<file path="config.mk">
export PLATFORM = sky130hd
export DESIGN_NAME = sapr_amp_flat
export DESIGN_NICKNAME = d
export VERILOG_FILES = /design/src/sapr_pkg.sv /design/src/sapr_link_if.sv /design/src/sapr_amp.sv /design/src/sapr_delay.sv /design/src/flat_wrapper.sv
export VERILOG_INCLUDE_DIRS = /design/src
export SDC_FILE = /design/constraint.sdc
export NUM_CORES = 1
export LEC_CHECK = 0
export ABC_AREA = 1
export BUFFER_PORTS_ARGS = -buffer_cell sky130_fd_sc_hd__buf_4
export CAP_MARGIN = 20
export CELL_PAD_IN_SITES_DETAIL_PLACEMENT = 0
export CELL_PAD_IN_SITES_GLOBAL_PLACEMENT = 1
export CORE_MARGIN = 5
export CORE_UTILIZATION = 40
export CTS_CLUSTER_DIAMETER = 60
export DETAILED_ROUTE_END_ITERATION = 8
export GPL_ROUTABILITY_DRIVEN = 0
export PLACE_DENSITY_LB_ADDON = 0.1
export SKIP_LAST_GASP = 1
export SYNTH_ARGS = -nofsm -noshare
export SYNTH_HDL_FRONTEND = slang
export SYNTH_SLANG_ARGS = --single-unit
</file>
<file path="constraint.sdc">
create_clock -name mclk -period 10.5 [get_ports mclk]
set_clock_uncertainty 0.1 [all_clocks]
set_input_delay 2.1 -clock mclk [delete_from_list [all_inputs] [get_ports mclk]]
set_output_delay 2.1 -clock mclk [all_outputs]
set_load 0.01 [all_outputs]
</file>
<file path="src/sapr_params.svh">
// Constants for the serial absolute position readout
`ifndef SAPR_PARAMS_SVH
`define SAPR_PARAMS_SVH
`define SAPR_CMD_READ 8'h02
`define SAPR_DATA_ABS 8'h91
`define SAPR_CLK_KHZ 10000
`define SAPR_SON_BASE_MS 95
`define SAPR_ESTOP_BASE_MS 210
`define SAPR_BASE_READY_MS 5
`define SAPR_SON_BASE_CYC (`SAPR_SON_BASE_MS * `SAPR_CLK_KHZ)
`define SAPR_ESTOP_BASE_CYC (`SAPR_ESTOP_BASE_MS * `SAPR_CLK_KHZ)
`define SAPR_BASE_READY_CYC (`SAPR_BASE_READY_MS * `SAPR_CLK_KHZ)
`define SAPR_TIMEOUT_CYC 1000
`define SAPR_RETRY_LIMIT 3
`define SAPR_ERR_COMM 8'h01
`endif

</file>
<file path="src/sapr_pkg.sv">
// Types for the serial absolute position readout
package sapr_pkg;
	typedef logic [31:0] sapr_pos_t;
	typedef logic [7:0] sapr_byte_t;
	typedef enum logic [1:0] {SAPR_IDLE, SAPR_WAIT, SAPR_DONE, SAPR_FAIL} sapr_host_e;
endpackage

</file>
<file path="src/sapr_link_if.sv">
// Command link between controller and amplifier
`timescale 1ns/1ps
`default_nettype none
interface sapr_link_if;
	import sapr_pkg::*;
	logic req_valid;
	sapr_byte_t req_station;
	sapr_byte_t req_cmd;
	sapr_byte_t req_data_no;
	logic rsp_valid;
	logic rsp_error;
	sapr_byte_t rsp_code;
	sapr_pos_t rsp_pos;
	logic servo_on_request;
	logic ready;
	logic fault_trouble_out;
	modport ctrl (output req_valid, req_station, req_cmd, req_data_no, servo_on_request,
		input rsp_valid, rsp_error, rsp_code, rsp_pos, ready, fault_trouble_out);
	modport amp (input req_valid, req_station, req_cmd, req_data_no, servo_on_request,
		output rsp_valid, rsp_error, rsp_code, rsp_pos, ready, fault_trouble_out);
endinterface
`default_nettype wire

</file>
<file path="src/sapr_amp.sv">
// Amplifier end: base circuit and ready sequencing, position reply
`timescale 1ns/1ps
`default_nettype none
`include "sapr_params.svh"
module sapr_amp #(
	parameter int unsigned SON_BASE_CYC = `SAPR_SON_BASE_CYC,
	parameter int unsigned ESTOP_BASE_CYC = `SAPR_ESTOP_BASE_CYC,
	parameter int unsigned BASE_READY_CYC = `SAPR_BASE_READY_CYC,
	parameter logic [7:0] STATION = 8'h00
) (
	// Clock and reset
	input wire logic mclk,
	input wire logic rst,
	input wire logic ce,
	// Link
	sapr_link_if.amp link,
	// Drive side
	input wire logic forced_stop,
	input wire logic alarm_in,
	input wire logic alarm_reset,
	input wire logic comm_fault,
	input wire sapr_pkg::sapr_pos_t current_pos,
	input wire logic absolute_detect_param,
	output logic base_on,
	output sapr_pkg::sapr_pos_t pos_command,
	output logic absolute_detect_enable
);
	import sapr_pkg::*;
	logic cfg_taken;
	logic estop_seen;
	logic alarm;
	wire son_done;
	wire estop_done;
	wire rdy_done;
	wire allowed = link.servo_on_request && !forced_stop && !alarm;
	wire long_done = estop_seen ? estop_done : son_done;
	wire addressed = link.req_valid && link.req_station == STATION;
	wire is_read = link.req_cmd == `SAPR_CMD_READ && link.req_data_no == `SAPR_DATA_ABS;
	// ----------------------------------------
	// Base circuit and ready timing
	// ----------------------------------------
	sapr_delay #(.CYCLES(SON_BASE_CYC)) u_son (.mclk(mclk), .rst(rst), .ce(ce),
		.start(allowed && !estop_seen), .done(son_done));
	sapr_delay #(.CYCLES(ESTOP_BASE_CYC)) u_estop (.mclk(mclk), .rst(rst), .ce(ce),
		.start(allowed && estop_seen), .done(estop_done));
	sapr_delay #(.CYCLES(BASE_READY_CYC)) u_rdy (.mclk(mclk), .rst(rst), .ce(ce),
		.start(base_on && allowed), .done(rdy_done));
	always_ff @(posedge mclk or posedge rst) begin
		if (rst) begin
			base_on <= 1'b0;
			link.ready <= 1'b0;
			estop_seen <= 1'b0;
			alarm <= 1'b0;
			link.fault_trouble_out <= 1'b0;
		end else if (ce) begin
			base_on <= allowed && long_done;
			link.ready <= allowed && base_on && rdy_done;
			if (forced_stop)
				estop_seen <= 1'b1;
			else if (!link.servo_on_request)
				estop_seen <= 1'b0;
			if (alarm_in)
				alarm <= 1'b1;
			else if (alarm_reset)
				alarm <= 1'b0;
			link.fault_trouble_out <= alarm_in || (alarm && !alarm_reset);
		end
	end
	// ----------------------------------------
	// Position read reply
	// ----------------------------------------
	always_ff @(posedge mclk or posedge rst) begin
		if (rst) begin
			link.rsp_valid <= 1'b0;
			link.rsp_error <= 1'b0;
			link.rsp_code <= 8'h00;
			link.rsp_pos <= 32'h0;
			pos_command <= 32'h0;
		end else if (ce) begin
			link.rsp_valid <= addressed && is_read;
			if (addressed && is_read) begin
				if (comm_fault) begin
					link.rsp_error <= 1'b1;
					link.rsp_code <= `SAPR_ERR_COMM;
				end else begin
					link.rsp_error <= 1'b0;
					link.rsp_code <= 8'h00;
					link.rsp_pos <= current_pos;
					pos_command <= current_pos;
				end
			end
		end
	end
	// ----------------------------------------
	// Power-up setting latch
	// ----------------------------------------
	always_ff @(posedge mclk or posedge rst) begin
		if (rst) begin
			cfg_taken <= 1'b0;
			absolute_detect_enable <= 1'b0;
		end else if (ce && !cfg_taken) begin
			cfg_taken <= 1'b1;
			absolute_detect_enable <= absolute_detect_param;
		end
	end
endmodule
`default_nettype wire

</file>
<file path="src/sapr_delay.sv">
// Enable-gated delay counter, done level after a count of cycles
`timescale 1ns/1ps
`default_nettype none
module sapr_delay #(
	parameter int unsigned CYCLES = 16
) (
	// Clock and reset
	input wire logic mclk,
	input wire logic rst,
	input wire logic ce,
	// Control
	input wire logic start,
	output logic done
);
	logic [31:0] cnt;
	always_ff @(posedge mclk or posedge rst) begin
		if (rst) begin
			cnt <= 32'h0;
			done <= 1'b0;
		end else if (ce) begin
			if (!start) begin
				cnt <= 32'h0;
				done <= 1'b0;
			end else if (cnt >= CYCLES - 1) begin
				done <= 1'b1;
			end else begin
				cnt <= cnt + 32'h1;
			end
		end
	end
endmodule
`default_nettype wire

</file>
<file path="src/flat_wrapper.sv">
// flat-port wrapper written by rule: the top's interface ports become plain ports
module sapr_amp_flat import sapr_pkg::*;
#(
	parameter int unsigned SON_BASE_CYC = `SAPR_SON_BASE_CYC,
	parameter int unsigned ESTOP_BASE_CYC = `SAPR_ESTOP_BASE_CYC,
	parameter int unsigned BASE_READY_CYC = `SAPR_BASE_READY_CYC,
	parameter logic [7:0] STATION = 8'h00
)
  (mclk, rst, ce, forced_stop, alarm_in, alarm_reset, comm_fault, current_pos, absolute_detect_param, base_on, pos_command, absolute_detect_enable, link_req_valid, link_req_station, link_req_cmd, link_req_data_no, link_servo_on_request, link_rsp_valid, link_rsp_error, link_rsp_code, link_rsp_pos, link_ready, link_fault_trouble_out);
  sapr_link_if link_i ();
  input wire logic mclk;
  input wire logic rst;
  input wire logic ce;
  input wire logic forced_stop;
  input wire logic alarm_in;
  input wire logic alarm_reset;
  input wire logic comm_fault;
  input wire sapr_pkg::sapr_pos_t current_pos;
  input wire logic absolute_detect_param;
  output logic base_on;
  output sapr_pkg::sapr_pos_t pos_command;
  output logic absolute_detect_enable;
  input wire logic [$bits(link_i.req_valid)-1:0] link_req_valid;
  input wire logic [$bits(link_i.req_station)-1:0] link_req_station;
  input wire logic [$bits(link_i.req_cmd)-1:0] link_req_cmd;
  input wire logic [$bits(link_i.req_data_no)-1:0] link_req_data_no;
  input wire logic [$bits(link_i.servo_on_request)-1:0] link_servo_on_request;
  output wire logic [$bits(link_i.rsp_valid)-1:0] link_rsp_valid;
  output wire logic [$bits(link_i.rsp_error)-1:0] link_rsp_error;
  output wire logic [$bits(link_i.rsp_code)-1:0] link_rsp_code;
  output wire logic [$bits(link_i.rsp_pos)-1:0] link_rsp_pos;
  output wire logic [$bits(link_i.ready)-1:0] link_ready;
  output wire logic [$bits(link_i.fault_trouble_out)-1:0] link_fault_trouble_out;
  assign link_i.req_valid = link_req_valid;
  assign link_i.req_station = link_req_station;
  assign link_i.req_cmd = link_req_cmd;
  assign link_i.req_data_no = link_req_data_no;
  assign link_i.servo_on_request = link_servo_on_request;
  assign link_rsp_valid = link_i.rsp_valid;
  assign link_rsp_error = link_i.rsp_error;
  assign link_rsp_code = link_i.rsp_code;
  assign link_rsp_pos = link_i.rsp_pos;
  assign link_ready = link_i.ready;
  assign link_fault_trouble_out = link_i.fault_trouble_out;
  sapr_amp #(.SON_BASE_CYC(SON_BASE_CYC), .ESTOP_BASE_CYC(ESTOP_BASE_CYC), .BASE_READY_CYC(BASE_READY_CYC), .STATION(STATION)) u_core (.mclk(mclk), .rst(rst), .ce(ce), .link(link_i), .forced_stop(forced_stop), .alarm_in(alarm_in), .alarm_reset(alarm_reset), .comm_fault(comm_fault), .current_pos(current_pos), .absolute_detect_param(absolute_detect_param), .base_on(base_on), .pos_command(pos_command), .absolute_detect_enable(absolute_detect_enable));
endmodule
</file>
=== After elaboration in Yosys (flattened, before gate mapping) ===
Index checks and enable logic that the tools add are counted.

* Register bits after elaboration: 148
* Output and inout port bits: 78

* Reductions and logical operators: 30
* Mux-type cells: 19
* Add/subtract/negate cells: 3
* Eq/ne operators: 9
* Bitwise gates (word level): 1
* $lt $le $gt $ge: 3

{| class="wikitable"
|+ Operators with widths
! operator !! number
|-
| 2-to-1 mux 32 bit || 6
|-
| adder 32 x 1 -> 32 bit (second input constant) || 3
|-
| greater-or-equal comparator 32 x 16 -> 1 bit (second input constant) || 1
|-
| greater-or-equal comparator 32 x 20 -> 1 bit (second input constant) || 1
|-
| greater-or-equal comparator 32 x 22 -> 1 bit (second input constant) || 1
|-
| AND reduction 2 bit || 9
|-
| 2-to-1 mux 1 bit || 13
|-
| logical AND 1 bit || 12
|-
| equality test 8 x 2 -> 1 bit (second input constant) || 1
|-
| equality test 8 bit (second input constant) || 1
|-
| zero test 8 bit || 1
|-
| != test 2 bit (second input constant) || 4
|-
| != test 2 x 1 -> 1 bit (second input constant) || 3
|-
| zero test 1 bit || 5
|-
| AND reduction 3 bit || 1
|-
| nonzero test 2 bit || 1
|-
| logical OR 1 bit || 1
|-
| inverter 1 bit || 1
|}

=== Longest topological paths before layout ===
* Depth after elaboration: 6
* Gate-level depth with buffers: 14
* Gate-level depth less buffers: 13

=== Hierarchy ===
A second synthesis with hierarchy kept.

* Cells, all modules: 1,137
* Area total of the unflattened synthesis: 8,189.1 µm²

{| class="wikitable"
|+ By module, submodules not included
! module !! instances !! cells an instance !! area each (µm²)
|-
| sapr_amp || 1 || 311 || 2,358.5
|-
| sapr_delay (u_core.u_estop) || 1 || 312 || 2,079.5
|-
| sapr_delay (u_core.u_son) || 1 || 263 || 1,904.3
|-
| sapr_delay (u_core.u_rdy) || 1 || 251 || 1,846.8
|}

=== Least setup slack after synthesis ===
OpenSTA, ideal clock, no wires.

* Kind: input to register
* From: input link_req_data_no[5]
* To: register u_core.link.rsp_pos[10]
* Path buffers: 1
* Setup time: 117 ps
* Path slack: 7,325 ps
* Stages on the path: 7
* Arrival time: 2,958 ps
* Required time: 10,283 ps
* Cell sequence: nor2_1 -> nand3_1 -> nor3_1 -> nand3b_1 -> clkbuf_1 -> nand2_1 -> nand2_1

* Cells in the longest elaborated chain, start to end: 4

{| class="wikitable"
|+ Ends and longest elaborated chain
! what !! line !! text
|-
| from (decl) || flat_wrapper.sv:26 || <nowiki>input wire logic [$bits(link_i.req_data_no)-1:0] link_req_data_no;</nowiki>
|-
| equality test 8 bit (no source line) || -- ||
|-
| logical AND 1 bit (no source line) || -- ||
|-
| logical AND 1 bit || sapr_amp.sv:81 || <nowiki>if (addressed && is_read) begin</nowiki>
|-
| AND reduction 3 bit (no source line) || -- ||
|-
| to (signal assigned) || sapr_amp.sv:88 || <nowiki>link.rsp_pos <= current_pos;</nowiki>
|-
| to (decl) || sapr_link_if.sv:20 || <nowiki>output rsp_valid, rsp_error, rsp_code, rsp_pos, ready, fault_trouble_out);</nowiki>
|}

No other way between the ends.
A chain may end at the register's enable or synchronous reset.

=== Worst setup path after layout ===
* From: input ce
* To: register u_core.u_son.cnt[17]

* Cells in the longest elaborated chain, start to end: 1

{| class="wikitable"
|+ Ends and longest elaborated chain
! what !! line !! text
|-
| from (decl) || flat_wrapper.sv:13 || <nowiki>input wire logic ce;</nowiki>
|-
| AND reduction 2 bit (no source line) || -- ||
|-
| to (signal assigned) || sapr_delay.sv:27 || <nowiki>cnt <= cnt + 32'h1;</nowiki>
|-
| to (decl) || sapr_delay.sv:15 || <nowiki>logic [31:0] cnt;</nowiki>
|}

No other way between the ends.

==> results.tsv <==
stage	metric	value	unit
placed_design	dp_hpwl	14030	µm
floorplan	die_area	22290	µm²
sta	slew_headroom	42.88	%
setup_path	r2r_slack	7.94	ns
yosys	netlist_top_cells_area	dfrtp_1 (45%), nand2_1 (15%), nand3_1 (8.7%), nor2_1 (8.4%), inv_1 (4.6%)	
routing	wl	19990	µm
power	clock_power_share	50.1	%
yosys	synth-edff-count	0	
yosys	synth.distinct_cells	32	
power	p_per_area	130.0	nW/µm²
floorplan	core_area	19270	µm²
yosys	yosys_warnings	0	
routing	num_vias	6665	
sta	rsz0062_at_grt	no	
sta	setup_ws	6.619	ns
sta	tns	0	ns
finish	regArea	3503	µm²
yosys	synthArstFlopShare	100.0	%
sta	whs	0.3746	ns
setup_path	critPathLaunch	ce	
clock_network	insertion_delay	0.42	ns
clock_network	root_buffer	clkbuf_16	
clock_network	clkSinkCount	140	
yosys	yosysTopAreaCellShare	45.14	%
clock_network	htreeDepth	4	
setup_path	critPathCapture	u_core.u_son.cnt[17]	
setup_path	r2r_cells	10	
finish	fillers	1992	
sta	worst_pin_slew	0.8568	ns
floorplan	start_util	40.27	%
placed_design	post-place-ws	6.148	ns
setup_path	start_kind	input pin	
grt	grt_pass1_wl	34220	µm
grt	grt_max_degree	74	
finish	drive_gt1_share	17.54	%
sta	finalCriticalPeriod	3.881	ns
setup_path	cp.depth	7	
power	p_leak	4.588	nW
clock_network	hold_buffers	0	
routing	drc	0	
hold_path	whs_path_depth	2	
clock_network	cts_setup_buffers	0	
hold_path	hold_path_class	reg -> reg	
yosys	ys_top_cells_by_count	nand2_1 (314), nor2_1 (174), dfrtp_1 (140)	
power	p_int	0.9140	mW
setup_path	path_class	in -> reg	
setup_path	critical_path_buf_inv_count	3	
floorplan	die_y	149.3	µm
sta	hold_violations	0	
yosys	netlist_area	7761	µm²
setup_path	slowest_stage	inv_1	
sta	fmax	257.7	MHz
floorplan	pin_count	144	
floorplan	dieWidth	149.3	µm
grt	grt-ovfl-total	0	
sta	report.final.slew_viol_count	0	
yosys	synth_top_area_cell	dfrtp_1	
routing	wl_per_cell	13.94	µm
status	status	complete, no violations	
clock_network	clockBufferDepth	2	
placed_design	port_buffers	136	
finish	area_growth	19.49	%
finish	fin_nets	1225	
clock_network	tritoncts	built	
sta	setup_viol	0	
yosys	seq_area_frac_synth	45.14	%
setup_path	crit_top_cell	nand2_1	
grt	grt_pass1_vias	6763	
yosys	synth_most_common_cell	nand2_1	
routing	initialDrtViolationCount	388	
setup_path	critPathTopFamily	buffers and inverters	
power	switching_power	0.2919	mW
setup_path	regToRegStartpoint	u_core.u_son.cnt[0]	
power	p_comb_share	5.0	%
routing	first_pass_iters	5	
power	total_power	1.206	mW
setup_path	endpoint_kind	flip-flop	
grt	grt_usage	18.89	%
setup_path	cp.required	10.71	ns
setup_path	rr_endpoint	u_core.u_son.cnt[17]	
setup_path	worstPathCellList	buf_4, inv_2, nor2_1, inv_1, nand2_4, nand2_1, nand2_1	
floorplan	row_count	51	
yosys	ys_ff_latch	140	
run	drv.max_cap_violation_count	0	
yosys	synth_cells	1065	
finish	multi_input_area	3410	µm²
setup_path	worst_path_largest_cell_delay	0.57	ns
clock_network	clk_pin_slew	0.06	ns
power	sequentialPowerShare	45.0	%
power	switching_share	24.21	%
grt	antenna_found_initial	0	
finish	n_antenna_cell	0	
power	peakVddDrop	0.09859	mV
routing	vias_per_cell	4.648	
routing	ant_nets	0	
setup_path	path_max_fanout	47	
yosys	avgSynthCellArea	7.288	µm²
yosys	synthFlopType	dfrtp_1	
clock_network	numCtsBuffers	17	
clock_network	post_cts_resized	0	
sta	fin_crit_sh	36.96	%
setup_path	cp.arrival	4.09	ns
## power groups by stage
| stage | logic [mW] | clock network (mW) | registers (mW) |
|---|---|---|---|
| floorplan | 0.0346 | 0 | 0.552 |
| global placement | 0.0615 | 0 | 0.552 |
| global route | 0.0679 | 0.646 | 0.542 |
| CTS | 0.0619 | 0.620 | 0.542 |
| finish | 0.0601 | 0.604 | 0.542 |
| detailed placement | 0.0619 | 0 | 0.552 |
## how the worst min path moves through the flow
| stage | from | end | slack (ns) |
|---|---|---|---|
| global route | u_core.u_rdy.cnt[16] | u_core.u_rdy.cnt[16] | 0.41 |
| detailed placement | u_core.cfg_taken | u_core.cfg_taken | 0.36 |
| global placement | u_core.cfg_taken | u_core.cfg_taken | 0.36 |
| floorplan | u_core.cfg_taken | u_core.cfg_taken | 0.34 |
| CTS | u_core.cfg_taken | u_core.cfg_taken | 0.38 |
| finish | u_core.cfg_taken | u_core.cfg_taken | 0.37 |
## layout make-up
type                            count  share of cell area [%]
Sequential cell                   140                   37.78
Multi-Input combinational cell    755                   36.76
Timing Repair Buffer              140                   11.33
Clock buffer                       17                   4.587
Inverter                          102                   4.182
Tap cell                          265                   3.575
Clock inverter                     15                   1.781
## layout by cell type (no fill, tap or decap), drive strengths merged
| master | netlist | layout |
|---|---|---|
| nor3b | 6 | 6 |
| clkinvlp | 0 | 6 |
| nand3b | 2 | 2 |
| conb | 1 | 7 |
| dfrtp | 140 | 140 |
| nand2 | 319 | 319 |
| clkbuf | 9 | 17 |
| inv | 102 | 105 |
| buf | 65 | 140 |
| clkinv | 0 | 4 |
| nor4 | 1 | 1 |
| o21bai | 2 | 2 |
| nand4 | 16 | 16 |
| nor2 | 190 | 190 |
| xor2 | 23 | 23 |
| a21oi | 7 | 7 |
| a22oi | 1 | 1 |
| a21boi | 1 | 1 |
| o21ai | 10 | 10 |
| nand3 | 137 | 137 |
| bufinv | 0 | 2 |
| ha | 3 | 3 |
| xnor2 | 6 | 6 |
| nor3 | 24 | 24 |
## metal layers
metal | GRT usage (%) | wire (µm) | vias up
met2 | 31.52 | 9661 | 121
met3 | 5.318 | 1011 | 12
met1 | 24.86 | 9213 | 3075
li1 | - | - | 3457
met4 | 3.432 | 105 | 0
met5 | 0 | 0 | -
## kinds of logic (layout without fill, tap and decap cells)
group	after synthesis	in the layout	synth area share (%)
xor+xnor	29	29	3.273
fa+ha+maj	3	3	0.4837
flops	140	140	45.14
buf+inv	176	274	11.28
simple gates	695	695	38.29
other cells	1	7	0.04832
compound gates	21	21	1.483
## registers in the layout (all words and copies together), names as in the netlist
signal	count
u_core.link.rsp_pos	32
u_core.u_estop.cnt	32
u_core.u_rdy.cnt	32
u_core.u_son.cnt	32
u_core.absolute_detect_enable	1
u_core.alarm	1
u_core.base_on	1
u_core.cfg_taken	1
u_core.estop_seen	1
u_core.link.fault_trouble_out	1
u_core.link.ready	1
u_core.link.rsp_code	1
u_core.link.rsp_valid	1
u_core.u_estop.done	1
u_core.u_rdy.done	1
u_core.u_son.done	1
## metrics by stage
stage | cells | instance area [µm²] | utilization, %
detailed placement | 1402 | 8683 | 45.06
global route | 1434 | 9274 | 48.12
finish | 1434 | 9274 | 48.12
CTS | 1434 | 9274 | 48.12
global placement | 1402 | 8683 | 45.06
floorplan | 1071 | 7784 | -
## tightest hold or removal path: stages, from the launching register on
cell	delay [ns]
dfrtp_1	0.33
inv_1	0.05
nand2_1	0.06
No activity file was read; power rests on OpenSTA's default activity.
